[src/rtl/zone1_ext_cfg.svh]
// Purpose: Constants for the Zone 1 reach extension control block.
// Assumes: Word-indexed register port; times in hundredths of a cycle.
// Notes:   Definitions only.
`ifndef ZONE1_EXT_CFG_SVH
`define ZONE1_EXT_CFG_SVH
`define CORE_CLK_HZ      50000000
`define NOM_FREQ_HZ      60
`define CYCLE_FRAC       100
`define ADDR_W           3
`define DATA_W           32
`define REG_MODE         3'h0
`define REG_DELAY        3'h1
`define REG_PMULT        3'h2
`define REG_GMULT        3'h3
`define REG_EXTSRC       3'h4
`define REG_STATUS       3'h5
`define MODE_LSB         0
`define MODE_MSB         1
`define PH_EN_BIT        2
`define GND_EN_BIT       3
`define DELAY_W          21
`define DELAY_MAX        21'h186A00
`define DELAY_RST        21'h000000
`define MULT_W           9
`define MULT_MIN         9'h064
`define MULT_MAX         9'h190
`define MULT_RST         9'h064
`define MULT_SCALE       100
`define Z2_NUM           11
`define Z2_DEN           1000
`define ST_PH_BIT        0
`define ST_GND_BIT       1
`define ST_COMB_BIT      2
`define ST_TMR_BIT       3
`define ST_REJ_BIT       4
`endif

[src/rtl/zone1_ext_pkg.sv]
// Purpose: Types shared by the Zone 1 reach extension control block.
// Assumes: Nothing beyond the configuration header.
// Notes:   Mode codes follow a Gray path off, combined, independent.
package zone1_ext_pkg;
  typedef enum logic [1:0] {
    MODE_OFF      = 2'h0,
    MODE_COMBINED = 2'h1,
    MODE_INDEP    = 2'h3
  } ext_mode_t;
endpackage : zone1_ext_pkg

[src/rtl/zone1_reach_extension_control.sv]
// Purpose: Independent phase and ground Zone 1 reach extension control.
// Assumes: All inputs synchronous to core_clk; reaches are unsigned.
// Notes:   Multipliers are held in hundredths, delay in 1/100 cycle.
//
// Chosen here: the register offsets and the strobed register port.
`timescale 1ns/1ps
`include "zone1_ext_cfg.svh"
module zone1_reach_extension_control #(
  parameter int REACH_W  = 16,
  parameter int TICK_DIV = `CORE_CLK_HZ / (`NOM_FREQ_HZ * `CYCLE_FRAC)
) (
  input  wire logic                  core_clk,
  input  wire logic                  nrst,
  input  wire logic [`ADDR_W-1:0]    addr,
  input  wire logic [`DATA_W-1:0]    wdata,
  input  wire logic                  wr_stb,
  input  wire logic                  rd_stb,
  output      logic [`DATA_W-1:0]    rdata,
  input  wire logic                  group_change,
  input  wire logic                  breaker_closed,
  input  wire logic                  three_pole_open,
  input  wire logic                  phase_zone1_pickup,
  input  wire logic                  phase_zone2_pickup,
  input  wire logic                  ground_zone1_pickup,
  input  wire logic                  ground_zone2_pickup,
  input  wire logic                  residual_overcurrent_time_pickup,
  input  wire logic                  negseq_overcurrent_time_pickup,
  input  wire logic                  phase_ext_external_ctrl,
  input  wire logic                  ground_ext_external_ctrl,
  input  wire logic                  phase_elem_en,
  input  wire logic                  mho_ground_elem_en,
  input  wire logic                  quad_ground_elem_en,
  input  wire logic [REACH_W-1:0]    phase_zone1_reach,
  input  wire logic [REACH_W-1:0]    mho_ground_zone1_reach,
  input  wire logic [REACH_W-1:0]    quad_ground_zone1_reactance,
  input  wire logic [REACH_W-1:0]    phase_zone2_reach,
  input  wire logic [REACH_W-1:0]    mho_ground_zone2_reach,
  input  wire logic [REACH_W-1:0]    quad_ground_zone2_reactance,
  output      logic                  phase_ext_active,
  output      logic                  ground_ext_active,
  output      logic                  combined_ext_active,
  output      logic [REACH_W+1:0]    phase_zone1_eff_reach,
  output      logic [REACH_W+1:0]    mho_ground_zone1_eff_reach,
  output      logic [REACH_W+1:0]    quad_ground_zone1_eff_reactance
);
  import zone1_ext_pkg::*;

  // A reach times a multiplier in hundredths needs the reach width
  // plus the multiplier width before the division by one hundred.
  localparam int PROD_W = REACH_W + `MULT_W;

  // Refuse parameter values the divider or scaling cannot serve.
  if (TICK_DIV < 2 || TICK_DIV > 65535) begin : g_bad_div
    $error("TICK_DIV must lie between 2 and 65535");
  end
  if (REACH_W < 4 || REACH_W > 20) begin : g_bad_reach
    $error("REACH_W must lie between 4 and 20");
  end

  // Zone 2 must be set and exceed 110 percent of extended zone 1.
  function automatic logic reach_ok(input logic               en,
                                    input logic [REACH_W-1:0] z1,
                                    input logic [REACH_W-1:0] z2,
                                    input logic [`MULT_W-1:0] m);
    logic [47:0] lhs;
    logic [47:0] rhs;
    lhs = 48'(z2) * 48'(`Z2_DEN);
    rhs = 48'(z1) * 48'(`Z2_NUM) * 48'(m);
    reach_ok = !en || (z1 != '0 && z2 != '0 && lhs > rhs);
  endfunction : reach_ok

  // Scales a reach by a multiplier held in hundredths.
  function automatic logic [REACH_W+1:0] scale(
      input logic [REACH_W-1:0] r, input logic [`MULT_W-1:0] m);
    logic [PROD_W-1:0] p;
    p = PROD_W'(r) * PROD_W'(m);
    scale = (REACH_W+2)'(p / PROD_W'(`MULT_SCALE));
  endfunction : scale

  ext_mode_t              mode;
  logic                   ph_en;
  logic                   gnd_en;
  logic [`DELAY_W-1:0]    delay;
  logic [`MULT_W-1:0]     pmult;
  logic [`MULT_W-1:0]     gmult;
  logic                   src_ph;
  logic                   src_gnd;
  logic                   rejected;
  logic                   settings_chg;
  logic [15:0]            div_cnt;
  logic                   tick;
  logic [`DELAY_W-1:0]    tmr_cnt;
  logic                   tmr_done;

  // Write decode and candidate settings for validation.
  wire wr_mode  = wr_stb && addr == `REG_MODE;
  wire wr_delay = wr_stb && addr == `REG_DELAY;
  wire wr_pmult = wr_stb && addr == `REG_PMULT;
  wire wr_gmult = wr_stb && addr == `REG_GMULT;
  wire wr_src   = wr_stb && addr == `REG_EXTSRC;
  wire [1:0] w_mode = wdata[`MODE_MSB:`MODE_LSB];
  wire [1:0] cand_mode = wr_mode ? w_mode : mode;
  wire [`MULT_W-1:0] w_mult = wdata[`MULT_W-1:0];
  wire [`MULT_W-1:0] cand_pm = wr_pmult ? w_mult : pmult;
  wire [`MULT_W-1:0] cand_gm = wr_gmult ? w_mult : gmult;
  wire mult_range = wdata[`DATA_W-1:`MULT_W] == '0 &&
                    w_mult >= `MULT_MIN && w_mult <= `MULT_MAX;
  wire delay_range = wdata[`DATA_W-1:`DELAY_W] == '0 &&
                     wdata[`DELAY_W-1:0] <= `DELAY_MAX;
  wire mode_legal = w_mode == MODE_OFF || w_mode == MODE_COMBINED ||
                    w_mode == MODE_INDEP;
  wire mode_on  = mode != MODE_OFF;
  wire indep    = mode == MODE_INDEP;
  wire delay_vis = indep && (ph_en || gnd_en);

  // Extended reaches must still sit inside zone 2.
  // The live reach inputs are judged in the cycle of the strobe only,
  // so a later change of the reaches is not checked again.
  wire reaches_ok = cand_mode == MODE_OFF ||
      (reach_ok(phase_elem_en, phase_zone1_reach, phase_zone2_reach,
                cand_pm) &&
       reach_ok(mho_ground_elem_en, mho_ground_zone1_reach,
                mho_ground_zone2_reach, cand_gm) &&
       reach_ok(quad_ground_elem_en, quad_ground_zone1_reactance,
                quad_ground_zone2_reactance, cand_gm));

  // Writes to hidden settings or out-of-range values are refused.
  wire acc_mode  = wr_mode && mode_legal && reaches_ok;
  wire acc_delay = wr_delay && delay_vis && delay_range;
  wire acc_pmult = wr_pmult && mode_on && mult_range &&
                   reaches_ok;
  wire acc_gmult = wr_gmult && mode_on && mult_range &&
                   reaches_ok;
  wire accepted  = acc_mode || acc_delay || acc_pmult || acc_gmult ||
                   wr_src;
  wire refused   = wr_stb && !accepted && addr <= `REG_EXTSRC;

  // Settings registers.
  always_ff @(posedge core_clk or negedge nrst) begin
    if (!nrst) begin
      mode   <= MODE_OFF;
      ph_en  <= 1'b0;
      gnd_en <= 1'b0;
      delay  <= `DELAY_RST;
      pmult  <= `MULT_RST;
      gmult  <= `MULT_RST;
    end else begin
      if (acc_mode) begin
        mode   <= ext_mode_t'(w_mode);
        ph_en  <= wdata[`PH_EN_BIT];
        gnd_en <= wdata[`GND_EN_BIT];
      end
      if (acc_delay) begin
        delay <= wdata[`DELAY_W-1:0];
      end
      if (acc_pmult) begin
        pmult <= w_mult;
      end
      if (acc_gmult) begin
        gmult <= w_mult;
      end
    end
  end

  // External control sources start as constant zero.
  always_ff @(posedge core_clk or negedge nrst) begin
    if (!nrst) begin
      src_ph  <= 1'b0;
      src_gnd <= 1'b0;
    end else if (wr_src) begin
      src_ph  <= wdata[0];
      src_gnd <= wdata[1];
    end
  end

  // Last-write verdict and the settings-change pulse.
  always_ff @(posedge core_clk or negedge nrst) begin
    if (!nrst) begin
      rejected     <= 1'b0;
      settings_chg <= 1'b0;
    end else begin
      if (accepted || refused) begin
        rejected <= refused;
      end
      settings_chg <= accepted || group_change;
    end
  end

  // Divider giving one pulse per hundredth of a power cycle.
  // The default ratio suits a 60 Hz system; other system frequencies
  // need TICK_DIV set to match, or the delay runs fast or slow.
  assign tick = div_cnt == 16'(TICK_DIV - 1);
  always_ff @(posedge core_clk or negedge nrst) begin
    if (!nrst) begin
      div_cnt <= 16'h0000;
    end else if (tick) begin
      div_cnt <= 16'h0000;
    end else begin
      div_cnt <= div_cnt + 16'h0001;
    end
  end

  // Breaker-closed delay timer; a settings or group change clears the
  // pending wait so a closed breaker qualifies at once.
  always_ff @(posedge core_clk or negedge nrst) begin
    if (!nrst) begin
      tmr_cnt  <= `DELAY_RST;
      tmr_done <= 1'b0;
    end else if (!breaker_closed) begin
      tmr_cnt  <= `DELAY_RST;
      tmr_done <= 1'b0;
    end else if (settings_chg) begin
      tmr_cnt  <= `DELAY_RST;
      tmr_done <= 1'b1;
    end else if (tick && !tmr_done) begin
      if (tmr_cnt >= delay) begin
        tmr_done <= 1'b1;
      end else begin
        tmr_cnt <= tmr_cnt + `DELAY_W'(1);
      end
    end
  end

  // Any zone or time-overcurrent pickup blocks internal extension.
  wire pickup_block = phase_zone1_pickup || phase_zone2_pickup ||
                      ground_zone1_pickup || ground_zone2_pickup ||
                      residual_overcurrent_time_pickup ||
                      negseq_overcurrent_time_pickup;
  wire int_ok  = breaker_closed && tmr_done && !three_pole_open &&
                 !pickup_block;
  wire int_ph  = indep && ph_en && int_ok;
  wire int_gnd = indep && gnd_en && int_ok;

  // External path is not supervised by pole state or pickups.
  wire ext_ph  = indep && src_ph && phase_ext_external_ctrl;
  wire ext_gnd = indep && src_gnd && ground_ext_external_ctrl;

  // Active bits; outside independent mode both stay low.
  wire next_phase  = ext_ph || int_ph;
  wire next_ground = ext_gnd || int_gnd;
  wire next_comb   = int_ph || int_gnd;

  // Effective reaches follow the registered active bits.
  wire [REACH_W+1:0] base_ph   = (REACH_W+2)'(phase_zone1_reach);
  wire [REACH_W+1:0] base_mho  = (REACH_W+2)'(mho_ground_zone1_reach);
  wire [REACH_W+1:0] base_quad = (REACH_W+2)'(quad_ground_zone1_reactance);
  wire [REACH_W+1:0] next_ph_reach = phase_ext_active ?
      scale(phase_zone1_reach, pmult) : base_ph;
  wire [REACH_W+1:0] next_mho_reach = ground_ext_active ?
      scale(mho_ground_zone1_reach, gmult) : base_mho;
  wire [REACH_W+1:0] next_quad_reach = ground_ext_active ?
      scale(quad_ground_zone1_reactance, gmult) : base_quad;

  // Output registers.
  // Reaches lag the active bits by one clock, so a reach is never
  // scaled by an active bit that the block has not yet shown.
  always_ff @(posedge core_clk or negedge nrst) begin
    if (!nrst) begin
      phase_ext_active                <= 1'b0;
      ground_ext_active               <= 1'b0;
      combined_ext_active             <= 1'b0;
      phase_zone1_eff_reach           <= '0;
      mho_ground_zone1_eff_reach      <= '0;
      quad_ground_zone1_eff_reactance <= '0;
    end else begin
      phase_ext_active                <= next_phase;
      ground_ext_active               <= next_ground;
      combined_ext_active             <= next_comb;
      phase_zone1_eff_reach           <= next_ph_reach;
      mho_ground_zone1_eff_reach      <= next_mho_reach;
      quad_ground_zone1_eff_reactance <= next_quad_reach;
    end
  end

  // Read selection; hidden settings read as zero.
  logic [`DATA_W-1:0] next_rdata;
  always_comb begin
    next_rdata = '0;
    unique case (addr)
      `REG_MODE: begin
        next_rdata[`MODE_MSB:`MODE_LSB] = mode;
        next_rdata[`PH_EN_BIT]  = indep && ph_en;
        next_rdata[`GND_EN_BIT] = indep && gnd_en;
      end
      `REG_DELAY: begin
        next_rdata[`DELAY_W-1:0] = delay_vis ? delay : '0;
      end
      `REG_PMULT: begin
        next_rdata[`MULT_W-1:0] = mode_on ? pmult : '0;
      end
      `REG_GMULT: begin
        next_rdata[`MULT_W-1:0] = mode_on ? gmult : '0;
      end
      `REG_EXTSRC: begin
        next_rdata[1:0] = {src_gnd, src_ph};
      end
      `REG_STATUS: begin
        next_rdata[`ST_PH_BIT]   = phase_ext_active;
        next_rdata[`ST_GND_BIT]  = ground_ext_active;
        next_rdata[`ST_COMB_BIT] = combined_ext_active;
        next_rdata[`ST_TMR_BIT]  = tmr_done;
        next_rdata[`ST_REJ_BIT]  = rejected;
      end
      default: begin
        next_rdata = '0;
      end
    endcase
  end

  // Read data stands only in the cycle after the read strobe.
  always_ff @(posedge core_clk or negedge nrst) begin
    if (!nrst) begin
      rdata <= '0;
    end else begin
      rdata <= rd_stb ? next_rdata : '0;
    end
  end

endmodule : zone1_reach_extension_control

[config.mk]
export PLATFORM = sky130hd
export DESIGN_NAME = zone1_reach_extension_control
export DESIGN_NICKNAME = d
export VERILOG_FILES = /design/src/rtl/zone1_ext_pkg.sv /design/src/rtl/zone1_reach_extension_control.sv
export VERILOG_INCLUDE_DIRS = /design/src /design/src/rtl
export SDC_FILE = /design/constraint.sdc
export NUM_CORES = 2
export LEC_CHECK = 0
export ABC_AREA = 1
export BUFFER_PORTS_ARGS = -buffer_cell sky130_fd_sc_hd__buf_2
export CORE_ASPECT_RATIO = 0.75
export CORE_MARGIN = 4
export CORE_UTILIZATION = 45
export DETAILED_ROUTE_END_ITERATION = 6
export PLACE_DENSITY = 0.6
export RECOVER_POWER = 100
export REMOVE_ABC_BUFFERS = 1
export SKIP_LAST_GASP = 1
export SLEW_MARGIN = 5
export SYNTH_ARGS = -nofsm -noshare
export SYNTH_HDL_FRONTEND = slang
export SYNTH_SLANG_ARGS = --single-unit
[constraint.sdc]
create_clock -name core_clk -period 29.7 [get_ports core_clk]
set_input_delay 8.91 -clock core_clk [delete_from_list [all_inputs] [get_ports core_clk]]
set_output_delay 8.91 -clock core_clk [all_outputs]
set_load 0.1 [all_outputs]
; ---- After elaboration in Yosys (flattened, before gate mapping)
; Cells that the tools add are included.
[op_classes]
addsub = 2
multipliers = 12
n_div = 3
order_cmp = 8
n_eq_ne = 12
muxes = 24
n_reduce_logical = 83
[op_table]
columns = operator, count
row1 = $mux W21, 6
row2 = $reduce_bool A16 Y1, 6
row3 = $gt A26 B29 Y1, 3
row4 = $mul A20 B9 Y29, 3
row5 = $div A25 B7 Y25 const B, 3
row6 = $mul A16 B9 Y25, 3
row7 = $mul A16 B7 Y23 const B, 3
row8 = $mul A16 B4 Y20 const B, 3
row9 = $mux W18, 3
row10 = $logic_and A1 B1 Y1, 41
row11 = $mux W9, 4
row12 = $logic_not A23 Y1, 1
row13 = $add A21 B1 Y21 const B, 1
row14 = $ge A21 B21 Y1, 1
row15 = $le A21 B21 Y1 const B, 1
row16 = $logic_or A1 B1 Y1, 21
row17 = $add A16 B1 Y16 const B, 1
row18 = $eq A16 B14 Y1 const B, 1
row19 = $mux W16, 1
row20 = $mux W12, 1
row21 = $pmux W2 S6, 1
row22 = $pmux W4 S3, 1
row23 = $logic_not A11 Y1, 1
row24 = $pmux W2 S5, 1
row25 = other kinds (18), 33
[word_totals]
ff_bits = 163
inputBits = 149
out_inout_bits = 89
word_cells = 164

; ---- Logic depth before layout (Yosys ltp)
[logic_depth]
ltp_word = 19
depth_mapped = 120
depth_no_buf = 118

; ---- Worst setup path before layout
; OpenSTA, ideal clock, no wires.
[synth_timing]
kind = input to register
startpoint = input quad_ground_zone1_reactance[8]
endpoint = register quad_ground_zone1_eff_reactance[0]
setup_ns = 0.073
t_arrival_ns = 19.770
required_time_ns = 29.627
slack_ns = 9.857
cell_stages = 94
path_buffers = 1
cell_sequence = clkbuf_1 nand2_1 fa_1 inv_1 fa_1 fa_1 inv_1 fa_1 inv_1 ha_1 a21o_1 a21boi_1 nand2_1 nand2_1 nand3_1 nand2_1 nand2_2 o21ai_4 [58 not listed] inv_1 nand3_1 nand4_2 nand2_2 nand2_4 nand2_2 nand4_1 nand2_2 nand2_2 nand2_2 nand4_2 nand2_1 nand2_2 nand2_1 nand2_1 nor2_1 nand2_1 a21oi_2
[synth_via]
elab_chain_cells = 3
[synth_lines]
columns = item, line_no
row1 = start: declaration, zone1_reach_extension_control.sv:35  ; input wire logic [REACH_W-1:0] quad_ground_zone1_reactance,
row2 = $mul A16 B9 Y25, zone1_reach_extension_control.sv:76  ; p = PROD_W'(r) * PROD_W'(m);
row3 = $div A25 B7 Y25, zone1_reach_extension_control.sv:77  ; scale = (REACH_W+2)'(p / PROD_W'(`MULT_SCALE));
row4 = $mux W18, zone1_reach_extension_control.sv:251  ; wire [REACH_W+1:0] next_quad_reach = ground_ext_active ?
row5 = via next_quad_reach[0], zone1_reach_extension_control.sv:251
row6 = end signal: assignment, zone1_reach_extension_control.sv:271  ; quad_ground_zone1_eff_reactance <= next_quad_reach;
row7 = end: declaration, zone1_reach_extension_control.sv:44  ; output logic [REACH_W+1:0] quad_ground_zone1_eff_reactance
; The timed path passes the listed nets, and every way through them passes these cells.
; A chain may end at the register's enable or synchronous reset.

; ---- Worst setup path after layout
[layout_timing]
startpoint = input quad_ground_zone1_reactance[2]
endpoint = register quad_ground_zone1_eff_reactance[0]
; Same word-level chain as after synthesis.

==> results.txt <==
status = finished, violations left
violated checks = design-rule violations, max-capacitance violations, max-slew violations
Crit Path Max Fanout = 14
placed inst area = 62,560 um^2
Post-layout nets = 9,894
number of buffers and inverters on the critical path = 9
number of enable-type register cells in the synthesized netlist = 0
number of I/O port buffers = 226
# DRC = 3
Yosys warning total = 0
worst relative slew slack = -168.8%
multi-input logic area = 47,040 um^2
syn_area_per_cell = 7.375 um^2
setup repair after global routing missed its margin = no
Gates resized, CTS repair = 0
number of global-route vias before repair = 49,510
Final Hold Fails = 0
cells taking the most area after synthesis = sky130_fd_sc_hd__fa_1, sky130_fd_sc_hd__ha_1, sky130_fd_sc_hd__inv_1, sky130_fd_sc_hd__nand2_1, sky130_fd_sc_hd__dfrtp_1
Cell Pwr Density = 34.90 nW/um^2
dpl ws = 8.172 ns
cells after synthesis = 8,087
synth cell count leaders = sky130_fd_sc_hd__inv_1, sky130_fd_sc_hd__nand2_1, sky130_fd_sc_hd__fa_1
setup fix buffers added after clock tree synthesis = 0
min-delay worst type = reg -> reg
Distinct cells, synth = 75
Routed wire per std cell = 16.27 um
FFs w/ async S/R, synth = 100.0%
number of maximum-capacitance constraint violations = 3
highest achievable clock rate = 43.24 MHz
CTS Buf Count = 17
Fin Hold WS = 0.4715 ns
iteration-0 DRC count of the detailed router = 3,499
timing startpoint of the critical path = quad_ground_zone1_reactance[2]
final cell utilization of the core = 47.87%
final period utilization = 77.87%
x dimension of the die = 428.4 um
crit start category = primary input
area taken by flip-flops and latches = 4088 um^2
Slew @ Worst Pin = 4.031 ns
worst-case register-to-register setup slack = 14.64 ns
Max Slew Vio Count = 168
category of the most critical setup path = in -> reg
total standard cell area after synthesis = 59,640 um^2
static power due to leakage = 36.27 nW
area growth from synthesis to layout = 5.435%
sequential element share of the synthesized area = 6.851%
TritonCTS clock tree = done
last weighted congestion value of the routability-driven placer = 0.9408
total core area = 131,400 um^2
PnR worst setup slack = 6.573 ns
maximum number of pins on one net before global-route repair = 73
top cell family by delay on the critical path = simple AND/OR/NAND/NOR gates
standard-cell rows = 115
number of synthesized register bits = 163
hold buffers post-CTS = 0
top cell type's share of synthesized area = 29.50%
antenna violations before repair = 33
via count = 50,270
Max Buffers Root-to-Sink = 2
gr usage total = 23.70%
clock tree root buffer cell = sky130_fd_sc_hd__clkbuf_16
launch instance of the worst register-to-register path = gmult[2]
initial core utilization = 45.40%
clock-pin slew reported for the worst setup and hold paths after clock tree synthesis = 0.08 ns
min Tclk post-route = 23.13 ns
setup TNS = 0 ns
WL final = 162,600 um
clock sink total = 163
layout filler cell count = 13,230
Chip Height = 323.3 um
ratio of cells with drive above 1 in the final layout = 10.08%
post-detailed-route via-to-cell ratio = 5.032
leading cell type by number of instances after synthesis = sky130_fd_sc_hd__inv_1
number of iterations in the first detailed-routing pass = 7
H-Tree Level Count = 4
top-level port count = 238
insertion delay to the later sink of the worst-skew pair = 0.51 ns
die outline area = 138,500 um^2
category of the worst setup path capture point = register
Crit-path slowest cell = sky130_fd_sc_hd__clkbuf_1
final instance area = 62,890 um^2
number of routed nets with antenna violations = 0
leftover overflow at the end of global routing = 0
global-route wire length before repair = 266,300 um
Req. time, crit path = 30.12 ns
setup clock skew after layout = 0.02644 ns
detailed placement HPWL = 137,100 um
Max rail drop VDD = 55.38 uV
cell taking the most area after synthesis = sky130_fd_sc_hd__fa_1
flip-flop cell with the highest count after synthesis = sky130_fd_sc_hd__dfrtp_1
Critical Path AT = 23.54 ns
delay contributed by the slowest stage of the critical path = 0.75 ns
startpoint of the tightest hold check path = div_cnt[0]
setup-violating endpoint count in the final report = 0
## cell type report
type	count	area share (%)
Clock inverter	15	0.3283
Multi-Input combinational cell	5742	74.80
Clock buffer	17	0.6765
Inverter	2014	12.08
Tap cell	1755	3.492
Antenna cell	22	0.08754
Timing Repair Buffer	262	2.035
Sequential cell	163	6.500
## flip-flops by register name (all words and copies together), names as in the netlist, 16 cells and up
name,cells
tmr_cnt,21
mho_ground_zone1_eff_reach,18
quad_ground_zone1_eff_reactance,18
phase_zone1_eff_reach,18
rdata,21
div_cnt,16
delay,21
## per-layer routing
layer	GRT usage (%)	vias to the layer above	part of all wire, %	routed length (um)
li1	-	24670	-	-
met1	35.41	24090	49	78960
met2	35.65	1351	42	68660
met3	3.828	154	6.7	10820
met4	6.100	2	2.5	4114
met5	0	-	0.0062	10
## stage by stage
| step | instances | power (mW) |
|---|---|---|
| after floorplan | 7919 | 1.501 |
| after global placement | 9936 | 1.900 |
| after detailed placement | 9936 | 1.940 |
| after CTS | 9968 | 2.211 |
| after global routing | 9980 | 2.474 |
| final | 9990 | 2.195 |
## cells in the final DEF (no fill, tap or decap), drive strengths merged, types with 13 or more instances in the layout
master / n
nor3: 52
or2: 43
nand3: 346
o21ai: 280
fa: 879
buf: 173
o21bai: 30
a21o: 14
nand2: 2199
nor2: 456
clkbuf: 106
clkinv: 34
dfrtp: 157
xor2: 108
nand3b: 16
nand4: 133
inv: 1994
o211ai: 16
a21oi: 293
diode: 22
nor4: 26
xnor2: 84
ha: 666
a211oi: 13
a31oi: 22
## report_power, final
part,switching (mW),leakage (nW),internal (mW),total [mW]
logic,1.07,33.9,0.629,1.70
clock network,0.132,0.308,0.123,0.255
registers,0.00688,2.10,0.234,0.241
## worst register-to-register path: cells and delay by family, from the launching register on
family	cells	cell delay, ns
buf+inv	8	0.64
flops	1	1.10
fa+ha+maj	6	2.30
simple gates	80	9.90
compound gates	4	1.06
## final timing paths
check,to,cells past startpoint
hold reg to reg,div_cnt[0],1
max in group asynchronous,ground_ext_active,3
hold / removal,div_cnt[0],1
min in group asynchronous,phase_zone1_eff_reach[16],1
setup reg to reg,quad_ground_zone1_eff_reactance[0],98
setup / recovery,quad_ground_zone1_eff_reactance[0],99
## cells by family (layout without fill, tap and decap cells)
group / Yosys count / in the layout / share of synthesized area (%)
muxes: 4 / 4 / 0.07551
xor gates and xnor gates: 192 / 192 / 2.832
other: 1 / 33 / 0.006287
adders and majority gates: 1545 / 1545 / 43.47
buffers and inverters: 2192 / 2308 / 13.97
AOI/OAI and AO/OA: 710 / 710 / 6.715
DFF: 163 / 163 / 6.851
and+or+nand+nor: 3280 / 3280 / 26.08
Note: power is estimated with default switching activity, not from simulation.
